<file path="src/shared/psrc_regs.svh">
// Register indices, field positions, reset values and timing for the port status and clock control bank.
`ifndef PSRC_REGS_SVH
`define PSRC_REGS_SVH

// ----------------------------------------------------------------------------
// Register indices (byte address is four times the index)
// ----------------------------------------------------------------------------
`define PSRC_IDX_P4_STATUS     8'h49
`define PSRC_IDX_P5_STATUS     8'h59
`define PSRC_IDX_RMII_CTRL     8'h57

// ----------------------------------------------------------------------------
// Control register fields
// ----------------------------------------------------------------------------
`define PSRC_CTRL_SW_DIS_BIT   3
`define PSRC_CTRL_PHY_DIS_BIT  2
`define PSRC_CTRL_SW_DIS_RST   1'b0
`define PSRC_CTRL_PHY_DIS_RST  1'b0

// ----------------------------------------------------------------------------
// Port status register fields
// ----------------------------------------------------------------------------
`define PSRC_ST_AUTOX_BIT      7
`define PSRC_ST_RSVD6_BIT      6
`define PSRC_ST_POL_BIT        5
`define PSRC_ST_TXFC_BIT       4
`define PSRC_ST_RXFC_BIT       3
`define PSRC_ST_SPEED_BIT      2
`define PSRC_ST_DUPLEX_BIT     1
`define PSRC_ST_RSVD0_BIT      0
`define PSRC_ST_AUTOX_RST      1'b1

// ----------------------------------------------------------------------------
// Bus timing: cycles from setup edge to pready high
// ----------------------------------------------------------------------------
`define PSRC_APB_WAIT_CYC      1

`endif

</file>
<file path="src/shared/psrc_pkg.sv">
// Types shared by the port status and clock control bank.
package psrc_pkg;

	// Live link condition of one port, as reported by the PHY and MAC.
	typedef struct packed {
		logic polarity_reversed;
		logic tx_flow_ctrl_active;
		logic rx_flow_ctrl_active;
		logic speed_100;
		logic full_duplex;
	} psrc_port_status_t;

	// Clock output disable controls of the fifth port's reduced-MII interfaces.
	typedef struct packed {
		logic switch_side_reduced_mii_dis;
		logic phy_side_reduced_mii_dis;
	} psrc_clk_ctrl_t;

endpackage

</file>
<file path="src/verilog/psrc_top.sv">
// APB register bank: port 4/5 link status and reduced-MII receive clock output control.
`timescale 1ns/1ps
`include "psrc_regs.svh"

// Function
// - Control bit 3 set stops switch-side receive clock output; clear drives it; resets zero.
// - Control bit 2 set stops PHY-side receive clock output; clear drives it; resets zero.
// - Status bit 5 reads one when cable polarity is reversed; resets zero.
// - Status bit 4 reads one while transmit flow control is active; resets zero.
// - Status bit 3 reads one while receive flow control is active; resets zero.
// - Status bit 2 reads one at 100 Mbps, zero at 10 Mbps.
// - Status bit 1 reads one for full duplex, zero for half; resets zero.
module psrc_top
	import psrc_pkg::*;
#(
	parameter int ADDR_W = 12
)(
	// APB clock and reset
	input  wire logic                    pclk,
	input  wire logic                    presetn,
	// APB slave
	input  wire logic                    psel,
	input  wire logic                    penable,
	input  wire logic                    pwrite,
	input  wire logic [ADDR_W-1:0]       paddr,
	input  wire logic [31:0]             pwdata,
	input  wire logic [3:0]              pstrb,
	output logic      [31:0]             prdata,
	output logic                         pready,
	output logic                         pslverr,
	// Live condition of port 4 (index 0) and port 5 (index 1)
	input  wire psrc_port_status_t [1:0] port_status_in,
	// Receive clock pin enables, low while the pin drives the reference clock
	output logic                         switch_side_rx_clk_oe_n,
	output logic                         phy_side_rx_clk_oe_n,
	// Stored crossover mode bits of port 4 (bit 0) and port 5 (bit 1)
	output logic      [1:0]              auto_crossover_mode
);

	// ------------------------------------------------------------------------
	// Elaboration checks
	// ------------------------------------------------------------------------
	// The highest register sits at byte 0x164, which needs nine address bits.
	if (ADDR_W < 9 || ADDR_W > 32) begin : g_bad_addr_w
		$error("psrc_top: ADDR_W must lie between 9 and 32");
	end

	localparam logic [ADDR_W-1:0] P4_ADDR   = ADDR_W'({`PSRC_IDX_P4_STATUS, 2'b00});
	localparam logic [ADDR_W-1:0] P5_ADDR   = ADDR_W'({`PSRC_IDX_P5_STATUS, 2'b00});
	localparam logic [ADDR_W-1:0] CTRL_ADDR = ADDR_W'({`PSRC_IDX_RMII_CTRL, 2'b00});

	// ------------------------------------------------------------------------
	// State
	// ------------------------------------------------------------------------
	psrc_port_status_t [1:0] port_stat;
	psrc_clk_ctrl_t          clk_ctrl_ff;
	logic [1:0]              autox_ff;
	logic [31:0]             prdata_ff;
	logic                    pready_ff;
	logic                    pslverr_ff;
	logic                    hit_p4;
	logic                    hit_p5;
	logic                    hit_ctrl;
	logic                    setup;
	logic                    wr_done;
	logic [7:0]              nxt_rdata;

	// ------------------------------------------------------------------------
	// Status capture
	// ------------------------------------------------------------------------
	for (genvar p = 0; p < 2; p++) begin : g_port
		psrc_port_status u_status (
			.pclk      (pclk),
			.presetn   (presetn),
			.status_in (port_status_in[p]),
			.status_ff (port_stat[p])
		);
	end

	// ------------------------------------------------------------------------
	// Decode
	// ------------------------------------------------------------------------
	assign hit_p4   = (paddr == P4_ADDR);
	assign hit_p5   = (paddr == P5_ADDR);
	assign hit_ctrl = (paddr == CTRL_ADDR);
	assign setup    = psel && !penable;
	// A write lands only at the access edge that also sees pready, and never on an error.
	assign wr_done  = psel && penable && pready_ff && pwrite && !pslverr_ff && pstrb[0];

	always_comb begin
		nxt_rdata = 8'h00;
		if (hit_p4 || hit_p5) begin
			nxt_rdata[`PSRC_ST_AUTOX_BIT]  = hit_p5 ? autox_ff[1] : autox_ff[0];
			nxt_rdata[`PSRC_ST_POL_BIT]    = port_stat[hit_p5].polarity_reversed;
			nxt_rdata[`PSRC_ST_TXFC_BIT]   = port_stat[hit_p5].tx_flow_ctrl_active;
			nxt_rdata[`PSRC_ST_RXFC_BIT]   = port_stat[hit_p5].rx_flow_ctrl_active;
			nxt_rdata[`PSRC_ST_SPEED_BIT]  = port_stat[hit_p5].speed_100;
			nxt_rdata[`PSRC_ST_DUPLEX_BIT] = port_stat[hit_p5].full_duplex;
		end else if (hit_ctrl) begin
			nxt_rdata[`PSRC_CTRL_SW_DIS_BIT]  = clk_ctrl_ff.switch_side_reduced_mii_dis;
			nxt_rdata[`PSRC_CTRL_PHY_DIS_BIT] = clk_ctrl_ff.phy_side_reduced_mii_dis;
		end
	end

	// ------------------------------------------------------------------------
	// APB answer
	// ------------------------------------------------------------------------
	// No wait state: the answer is prepared at the setup edge so every output is a flop.
	always_ff @(posedge pclk or negedge presetn) begin
		if (!presetn) begin
			pready_ff <= 1'b0;
		end else begin
			pready_ff <= setup;
		end
	end

	always_ff @(posedge pclk or negedge presetn) begin
		if (!presetn) begin
			pslverr_ff <= 1'b0;
		end else begin
			pslverr_ff <= setup && !(hit_p4 || hit_p5 || hit_ctrl);
		end
	end

	// Unused upper bits and reserved fields always read zero.
	always_ff @(posedge pclk or negedge presetn) begin
		if (!presetn) begin
			prdata_ff <= 32'h0000_0000;
		end else if (setup) begin
			prdata_ff <= pwrite ? 32'h0000_0000 : {24'h00_0000, nxt_rdata};
		end
	end

	// ------------------------------------------------------------------------
	// Writable fields
	// ------------------------------------------------------------------------
	// Only the two disable bits take write data; bits 7..4 and 1..0 are dropped.
	always_ff @(posedge pclk or negedge presetn) begin
		if (!presetn) begin
			clk_ctrl_ff.switch_side_reduced_mii_dis <= `PSRC_CTRL_SW_DIS_RST;
			clk_ctrl_ff.phy_side_reduced_mii_dis    <= `PSRC_CTRL_PHY_DIS_RST;
		end else if (wr_done && hit_ctrl) begin
			clk_ctrl_ff.switch_side_reduced_mii_dis <= pwdata[`PSRC_CTRL_SW_DIS_BIT];
			clk_ctrl_ff.phy_side_reduced_mii_dis    <= pwdata[`PSRC_CTRL_PHY_DIS_BIT];
		end
	end

	// Status registers keep only the crossover mode bit; the read-only fields ignore writes.
	always_ff @(posedge pclk or negedge presetn) begin
		if (!presetn) begin
			autox_ff <= {2{`PSRC_ST_AUTOX_RST}};
		end else if (wr_done && hit_p4) begin
			autox_ff[0] <= pwdata[`PSRC_ST_AUTOX_BIT];
		end else if (wr_done && hit_p5) begin
			autox_ff[1] <= pwdata[`PSRC_ST_AUTOX_BIT];
		end
	end

	// ------------------------------------------------------------------------
	// Outputs
	// ------------------------------------------------------------------------
	// A disable bit simply releases the pin; the board must then supply the reference.
	assign switch_side_rx_clk_oe_n = clk_ctrl_ff.switch_side_reduced_mii_dis;
	assign phy_side_rx_clk_oe_n    = clk_ctrl_ff.phy_side_reduced_mii_dis;
	assign auto_crossover_mode     = autox_ff;
	assign prdata                  = prdata_ff;
	assign pready                  = pready_ff;
	assign pslverr                 = pslverr_ff;

	logic rd_p4;
	logic rd_p5;
	logic rd_ctrl;
	assign rd_p4   = setup && !pwrite && hit_p4;
	assign rd_p5   = setup && !pwrite && hit_p5;
	assign rd_ctrl = setup && !pwrite && hit_ctrl;
endmodule

</file>
<file path="src/verilog/psrc_port_status.sv">
// Per-port capture of the live link condition into reset-clean status flops.
`timescale 1ns/1ps
`include "psrc_regs.svh"

module psrc_port_status
	import psrc_pkg::*;
(
	// Clock and reset
	input  wire logic              pclk,
	input  wire logic              presetn,
	// Live condition and registered copy
	input  wire psrc_port_status_t status_in,
	output psrc_port_status_t      status_ff
);

	// ------------------------------------------------------------------------
	// Capture
	// ------------------------------------------------------------------------
	// Every field clears at reset, so software never sees a stale condition.
	always_ff @(posedge pclk or negedge presetn) begin
		if (!presetn) begin
			status_ff <= '0;
		end else begin
			status_ff <= status_in;
		end
	end
endmodule

</file>
<file path="config.mk">
export PLATFORM = sky130hd
export DESIGN_NAME = psrc_top
export DESIGN_NICKNAME = d
export VERILOG_FILES = /design/src/shared/psrc_pkg.sv /design/src/verilog/psrc_top.sv /design/src/verilog/psrc_port_status.sv
export VERILOG_INCLUDE_DIRS = /design/src /design/src/shared
export SDC_FILE = /design/constraint.sdc
export NUM_CORES = 1
export LEC_CHECK = 0
export BUFFER_PORTS_ARGS = -buffer_cell sky130_fd_sc_hd__buf_2
export CORE_MARGIN = 2
export CORE_UTILIZATION = 35
export DETAILED_ROUTE_END_ITERATION = 12
export GPL_TIMING_DRIVEN = 0
export PLACE_DENSITY = 0.78
export RECOVER_POWER = 100
export SLEW_MARGIN = 20
export SYNTH_ARGS = -nofsm -noshare
export SYNTH_HDL_FRONTEND = slang
export SYNTH_SLANG_ARGS = --single-unit
</file>
<file path="constraint.sdc">
create_clock -name pclk -period 1.61 [get_ports pclk]
set_clock_uncertainty 0.15 [all_clocks]
set_input_delay 0.0805 -clock pclk [delete_from_list [all_inputs] [get_ports pclk]]
set_output_delay 0.0805 -clock pclk [all_outputs]
set_load 0.03 [all_outputs]
</file>
==> results.yml, run 1 <==
run_status:
  status: "finished with violations"
  violations: "design-rule violations"
detailed_routing:
  via_per_inst: 4.10
  topRoutingLayerUsed: "met3"
  wl_per_cell_um: 10.5
  drc_errors: 9
  wl_met2_mm: 1.09
  routed-wl-met3_um: 276
  met1Wirelength_um: 792
  final_antenna_net_count: 0
  num_vias: 845
  drtPass1Iterations: 10
  drt_wl_total_mm: 2.16
  drt-initial-drc-count: 23
logic_synthesis:
  synth_seq_cells: 22
  synth_enable_flop_cells: 0
  yosysSeqAreaShare_pct: 52.4
  synth_cell_types: 23
  synth_area_mm2: 0.00105
  yosys_warnings: 0
  async_reset_ff_share_pct: 100
  postSynthAreaPerCell_um2: 11.7
  yosys_most_used_dff: "dfrtp_1"
  synth_cells: 90
timing:
  setup_slack_ps: 102
  setup_violations: 0
  fmax_mhz: 663
  slew_headroom_pct: 25.8
  worstMarginPinSlew_ps: 1110
  maxSlewViolCount: 0
  hold_viol_final: 0
  holdWs_ps: 64.5
  period_minus_slack_ps: 1510
  rsz0062_at_grt: "no"
  min_period_over_period_pct: 93.7
worst_hold_path:
  min_path_type: "input pin to flop"
  timing.hold.worst_endpoint: "pslverr$_DFF_PN0_"
  min_from: "paddr[1]"
  min_path_cells: 4
clock_network:
  cts_buffer_depth: 2
  htreeDepth: 1
  clk_pin_slew_worst_paths_ps: 110
  cts_buffers: 3
  cts_tree: "yes"
  cts_root_buf: "clkbuf_4"
  cts_num_sinks: 22
  worstSkewPairLatency_ps: 280
critical_path:
  critPathArrivalTime_ps: 1580
  cp_slowest_cell: "dlygate4sd3_1"
  crit_start: "paddr[3]"
  critical_path.top_delay_family: "buffers and inverters"
  rrSetupSlack_ps: 180
  crit_chain: "dlygate4sd3_1 > buf_2 > nor4_4 > nand3_1 > mux2_1"
  reg2regPathDepth: 4
  critPathMaxStageDelay_ps: 530
  r2r_start: "pready$_DFF_PN0_"
  worst-path-buf-inv: 2
  endpoint_kind: "flop"
  rr_endpoint: "phy_side_rx_clk_oe_n$_DFFE_PN0P_"
  critPathLaunchType: "input pin"
  crit_type: "input pin to flop"
  crit_fanout: 4
  crit_required_ps: 1680
floorplan:
  io_pins: 101
  design.core.area_mm2: 0.00281
  fp.dieW_um: 58.9
  rows: 19
  fp.dieH_um: 58.9
  die_area_mm2: 0.00347
  initial_core_util_pct: 37.6
grt:
  grt_overflow_total: 0
  grt_pass1_vias: 820
  grt_max_degree: 23
  antenna_found_initial: 0
  globalRouteTotalUtil_pct: 12.2
  grt_pass1_wl_mm: 3.28
place:
  post-dp-hpwl_mm: 1.66
  gp_congestion: 0.701
  dp_worst_setup_slack_ps: -206
  port_buffers: 41
cells_and_area:
  n_fill_cell: 259
  final_nets: 239
  syn_to_final_growth_pct: 47.6
  antenna_cells: 0
  drive_gt1_share_pct: 37.1
power_and_ir_drop:
  pwr-share-comb_pct: 23.0
  p_sw_mw: 0.282
  seq_power_share_pct: 54.5
  p_per_area_mw_per_mm2: 675
  clkPwrFrac_pct: 22.5
  netSwitchingFraction_pct: 26.8
  ir_drop_mv: 0.513
  internal-power_mw: 0.769
  p_leak_nw: 0.815
job:
  cap_violations: 0
## final cells by class
type | count | area [um^2] | share of cell area (%)
Buffer | 28 | 204 | 13.1
Clock buffer | 4 | 26.3 | 1.69
Inverter | 1 | 3.75 | 0.241
Multi-Input combinational cell | 64 | 393 | 25.2
Sequential cell | 22 | 553 | 35.5
Tap cell | 31 | 38.8 | 2.49
Timing Repair Buffer | 56 | 338 | 21.7
## routing by layer
metal,GRT usage [%],up-vias
li1,-,424
met1,12.8,368
met2,24.9,53
met3,3.74,0
met4,0,0
met5,0,-
## worst max path at each step
stage                                               to  slack [ps]  depth (start not counted)
CTS                   phy_side_rx_clk_oe_n$_DFFE_PN0P_          70                          4
detailed placement  auto_crossover_mode[0]$_DFFE_PN1P_        -210                          5
floorplan           auto_crossover_mode[1]$_DFFE_PN1P_          10                          4
global placement    auto_crossover_mode[1]$_DFFE_PN1P_        -190                          5
global route                     prdata[5]$_DFFE_PN0P_          20                          5
finish              auto_crossover_mode[1]$_DFFE_PN1P_         100                          5
## metrics by stage
| stage | instance area (um^2) | util, % | std cells | setup TNS, ps | power (mW) |
|---|---|---|---|---|---|
| floorplan | 1150 | - | 115 | 0 | 0.740 |
| global placement | 1390 | 49.6 | 187 | -1130 | 0.792 |
| detailed placement | 1390 | 49.6 | 187 | -1280 | 0.795 |
| CTS | 1570 | 55.9 | 206 | 0 | 1.06 |
| global route | 1560 | 55.5 | 206 | 0 | 1.11 |
| finish | 1560 | 55.5 | 206 | 0 | 1.05 |
## tightest hold or removal path, stage by stage
cell	delay [ps]
buf_2	80
or4b_4	130
nor4_4	50
nor3_1	110
## cell usage after synthesis, types with 2 or more instances
| master | instances | share of area, % |
|---|---|---|
| a32oi_1 | 2 | 1.7 |
| buf_4 | 26 | 19 |
| dfrtp_1 | 20 | 47 |
| dfstp_2 | 2 | 5.0 |
| mux2_1 | 2 | 2.1 |
| mux2_2 | 2 | 2.1 |
| mux2i_1 | 6 | 5.7 |
| nand2_1 | 6 | 2.1 |
| nand2b_1 | 2 | 1.2 |
| nor3_1 | 3 | 1.4 |
| o21ai_0 | 6 | 2.8 |
| or4b_4 | 2 | 2.6 |
## registers in the layout, indices dropped and copies added (netlist names)
signal and count:
phy_side_rx_clk_oe_n 1, switch_side_rx_clk_oe_n 1, auto_crossover_mode 2, pready 1
pslverr 1, g_port.u_status.status_ff 10, prdata 6
## what timing repair did
item                                    4_1_cts  5_1_grt
hold buffers                                 15        0
hold endpoints to repair                     37        0
gates resized for setup                       0        1
endpoints found under the setup margin        0        4
buffers inserted                              0        0
## kinds of logic (layout without fill, tap and decap cells)
kind of cell    Yosys count  in the layout  synth area share, %
compound gates            8              8                 4.51
buf+inv                  29             89                 19.7
flops                    22             22                 52.4
mux                      10             10                 9.96
other cells               1             26                0.356
simple gates             20             20                 13.0
## cells in the final DEF, fill, tap and decap left out
cell type,count
clkbuf_4,3
inv_1,1
nor2_1,1
mux2_2,2
clkbuf_1,16
nor3_1,3
or4b_4,2
o21ai_0,6
nand3b_1,1
dlygate4sd3_1,15
nand3_1,1
a32oi_1,2
nor3b_2,1
nand4b_1,1
nor4_4,1
buf_4,26
nand4_1,1
dfrtp_1,20
nand2_1,6
dfstp_2,2
buf_2,28
conb_1,26
mux2_1,2
mux2i_1,6
nand2b_1,2
## power groups by stage
stage / Combinational, mW / Clock [mW] / Sequential [mW]
floorplan: 0.153 / 0 / 0.587
global placement: 0.210 / 0 / 0.582
detailed placement: 0.212 / 0 / 0.583
CTS: 0.240 / 0.249 / 0.572
global route: 0.261 / 0.276 / 0.574
finish: 0.242 / 0.237 / 0.573
Note: power is estimated with default switching activity, not from simulation.
==> run 2: changes to the inputs <==
--- a/config.mk
+++ b/config.mk
@@ -7,11 +7,13 @@
 export NUM_CORES = 1
 export LEC_CHECK = 0
 export BUFFER_PORTS_ARGS = -buffer_cell sky130_fd_sc_hd__buf_2
+export CORE_ASPECT_RATIO = 2
 export CORE_MARGIN = 2
-export CORE_UTILIZATION = 35
+export CORE_UTILIZATION = 36
 export DETAILED_ROUTE_END_ITERATION = 12
 export GPL_TIMING_DRIVEN = 0
-export PLACE_DENSITY = 0.78
+export HOLD_SLACK_MARGIN = 0.02
+export PLACE_DENSITY = 0.8
 export RECOVER_POWER = 100
 export SLEW_MARGIN = 20
 export SYNTH_ARGS = -nofsm -noshare
==> run 2 against run 1 <==
  * The run now ends clean
  * Maximum frequency shrank 2.5%
  * Worst setup slack lost 39 ps
  * Register-to-register slack lost 50 ps
  * Hold slack gained 49 ps
  * Power grew 13%
  * Die area shrank 1.8%
  * First-iteration DRC count shrank 87%
  * Critical path type unchanged
  * Critical endpoint unchanged
==> results.yml, run 2 (same netlist as run 1, synthesis figures left out) <==
power_and_ir_drop:
  pwr-share-comb_pct: 20.2
  p_sw_mw: 0.300
  internal-power_mw: 0.891
  p_per_area_mw_per_mm2: 751
  netSwitchingFraction_pct: 25.2
  p_leak_nw: 0.834
  ir_drop_mv: 0.645
  clkPwrFrac_pct: 31.7
  p_total_mw: 1.19
  seq_power_share_pct: 48.1
timing:
  hold_viol_final: 0
  setup_violations: 0
  worstMarginPinSlew_ps: 503
  period_minus_slack_ps: 1550
  holdWs_ps: 113
  fmax_mhz: 646
  maxSlewViolCount: 0
  slew_headroom_pct: 66.5
  rsz0062_at_grt: "yes"
  min_period_over_period_pct: 96.1
clock_network:
  cts_tree: "yes"
  clk_pin_slew_worst_paths_ps: 70
  post-cts-setup-buffers: 0
  cts_root_buf: "clkbuf_8"
  cts_buffers: 3
  cts_num_sinks: 22
  cts_buffer_depth: 2
  htreeDepth: 1
  worstSkewPairLatency_ps: 260
place:
  place_inst: 185
  gp_congestion: 0.737
  port_buffers: 41
cells_and_area:
  drive_gt1_share_pct: 38.9
  syn_to_final_growth_pct: 50.3
  regArea_um2: 553
  final_nets: 239
  multiInputGateArea_um2: 393
  antenna_cells: 0
  n_fill_cell: 243
  layoutNonFillerInstCount: 204
  largest_register: "g_port.u_status.status_ff"
  final_cell_mix: "buf_2 (29), buf_4 (26), conb_1 (26)"
  largest_register_ffs: 10
  final_common_cell: "buf_2"
worst_hold_path:
  min_path_cells: 4
  min_path_type: "input pin to flop"
  min_from: "paddr[0]"
  timing.hold.worst_endpoint: "pslverr$_DFF_PN0_"
grt:
  antenna_found_initial: 0
  grt_pass1_wl_mm: 3.37
  grt_overflow_total: 0
  globalRouteTotalUtil_pct: 13.5
  grt_pass1_vias: 799
  grt_max_degree: 23
critical_path:
  crit_type: "input pin to flop"
  crit_fanout: 4
  r2r_start: "pready$_DFF_PN0_"
  critPathArrivalTime_ps: 1580
  rrSetupSlack_ps: 130
  crit_required_ps: 1640
  reg2regPathDepth: 4
  endpoint_kind: "flop"
  rr_endpoint: "auto_crossover_mode[1]$_DFFE_PN1P_"
  critPathLaunchType: "input pin"
floorplan:
  design.core.area_mm2: 0.00277
  initial_core_util_pct: 38.1
  io_pins: 101
  fp.dieW_um: 42.3
  fp.dieH_um: 80.6
  rows: 27
  die_area_mm2: 0.00341
detailed_routing:
  drt-initial-drc-count: 3
  drc_errors: 0
  drtPass1Iterations: 3
  wl_per_cell_um: 10.7
  via_per_inst: 4.19
  drt_wl_total_mm: 2.18
  num_vias: 855
  final_antenna_net_count: 0
run_status:
  status: "finished clean"
job:
  cap_violations: 0
==> run 2: area by class of cell <==
cell class	instances	share of cell area, %
Multi-Input combinational cell	64	24.8
Inverter	1	0.237
Buffer	28	12.9
Tap cell	29	2.29
Sequential cell	22	34.9
Timing Repair Buffer	56	21.5
Clock buffer	4	3.47
==> run 2: routing by layer <==
layer / global-route usage [%] / share of wire (%) / up-vias
li1: - / - / 422
met1: 11.1 / 31 / 372
met2: 27.4 / 57 / 56
met3: 2.92 / 9.9 / 5
met4: 7.50 / 2.2 / 0
met5: 0 / 0 / -
==> run 2: what timing repair did <==
| action | 4_1_cts | 5_1_grt |
|---|---|---|
| cloned | 0 | 0 |
| resized for setup | 1 | 0 |
| setup endpoints to repair | 4 | 1 |
| pin swaps | 0 | 0 |
| hold buffers | 15 | 0 |
| endpoints found under the hold margin | 37 | 0 |
==> run 2: metrics by stage <==
| step | area (um^2) | utilization, % | setup TNS (ps) | setup WS, ps |
|---|---|---|---|---|
| 2_1_floorplan | 1150 | - | 0 | 11.8 |
| 3_3_place_gp | 1390 | 50.2 | -1180 | -188 |
| 3_5_place_dp | 1390 | 50.2 | -1450 | -244 |
| 4_1_cts | 1600 | 57.8 | 0 | 38.7 |
| 5_1_grt | 1590 | 57.2 | -0.0103 | -0.0103 |
| 6_report | 1590 | 57.2 | 0 | 63.0 |
==> run 2: how the worst max path moves through the flow <==
| stage | slack, ps | to | cells past startpoint | start |
|---|---|---|---|---|
| final | 60 | auto_crossover_mode[1]$_DFFE_PN1P_ | 5 | paddr[3] |
| after global routing | -0.01 | prdata[3]$_DFFE_PN0P_ | 5 | paddr[3] |
| after CTS | 40 | auto_crossover_mode[1]$_DFFE_PN1P_ | 5 | paddr[3] |
| after detailed placement | -240 | auto_crossover_mode[1]$_DFFE_PN1P_ | 5 | paddr[7] |
| after global placement | -190 | auto_crossover_mode[1]$_DFFE_PN1P_ | 5 | paddr[7] |
| after floorplan | 10 | auto_crossover_mode[1]$_DFFE_PN1P_ | 4 | paddr[7] |
==> run 2: worst max-delay path: stages <==
cell	delay, ps
dlygate4sd3_1	530
buf_2	140
nor4_4	360
nand3_1	140
mux2_1	340
==> run 2: power by group through the flow <==
stage                     sequential, mW  combinational (mW)  clock [mW]
final                              0.573               0.241       0.377
after global routing               0.574               0.258       0.422
after CTS                          0.573               0.240       0.392
after detailed placement           0.583               0.212           0
after global placement             0.582               0.209           0
after floorplan                    0.587               0.153           0
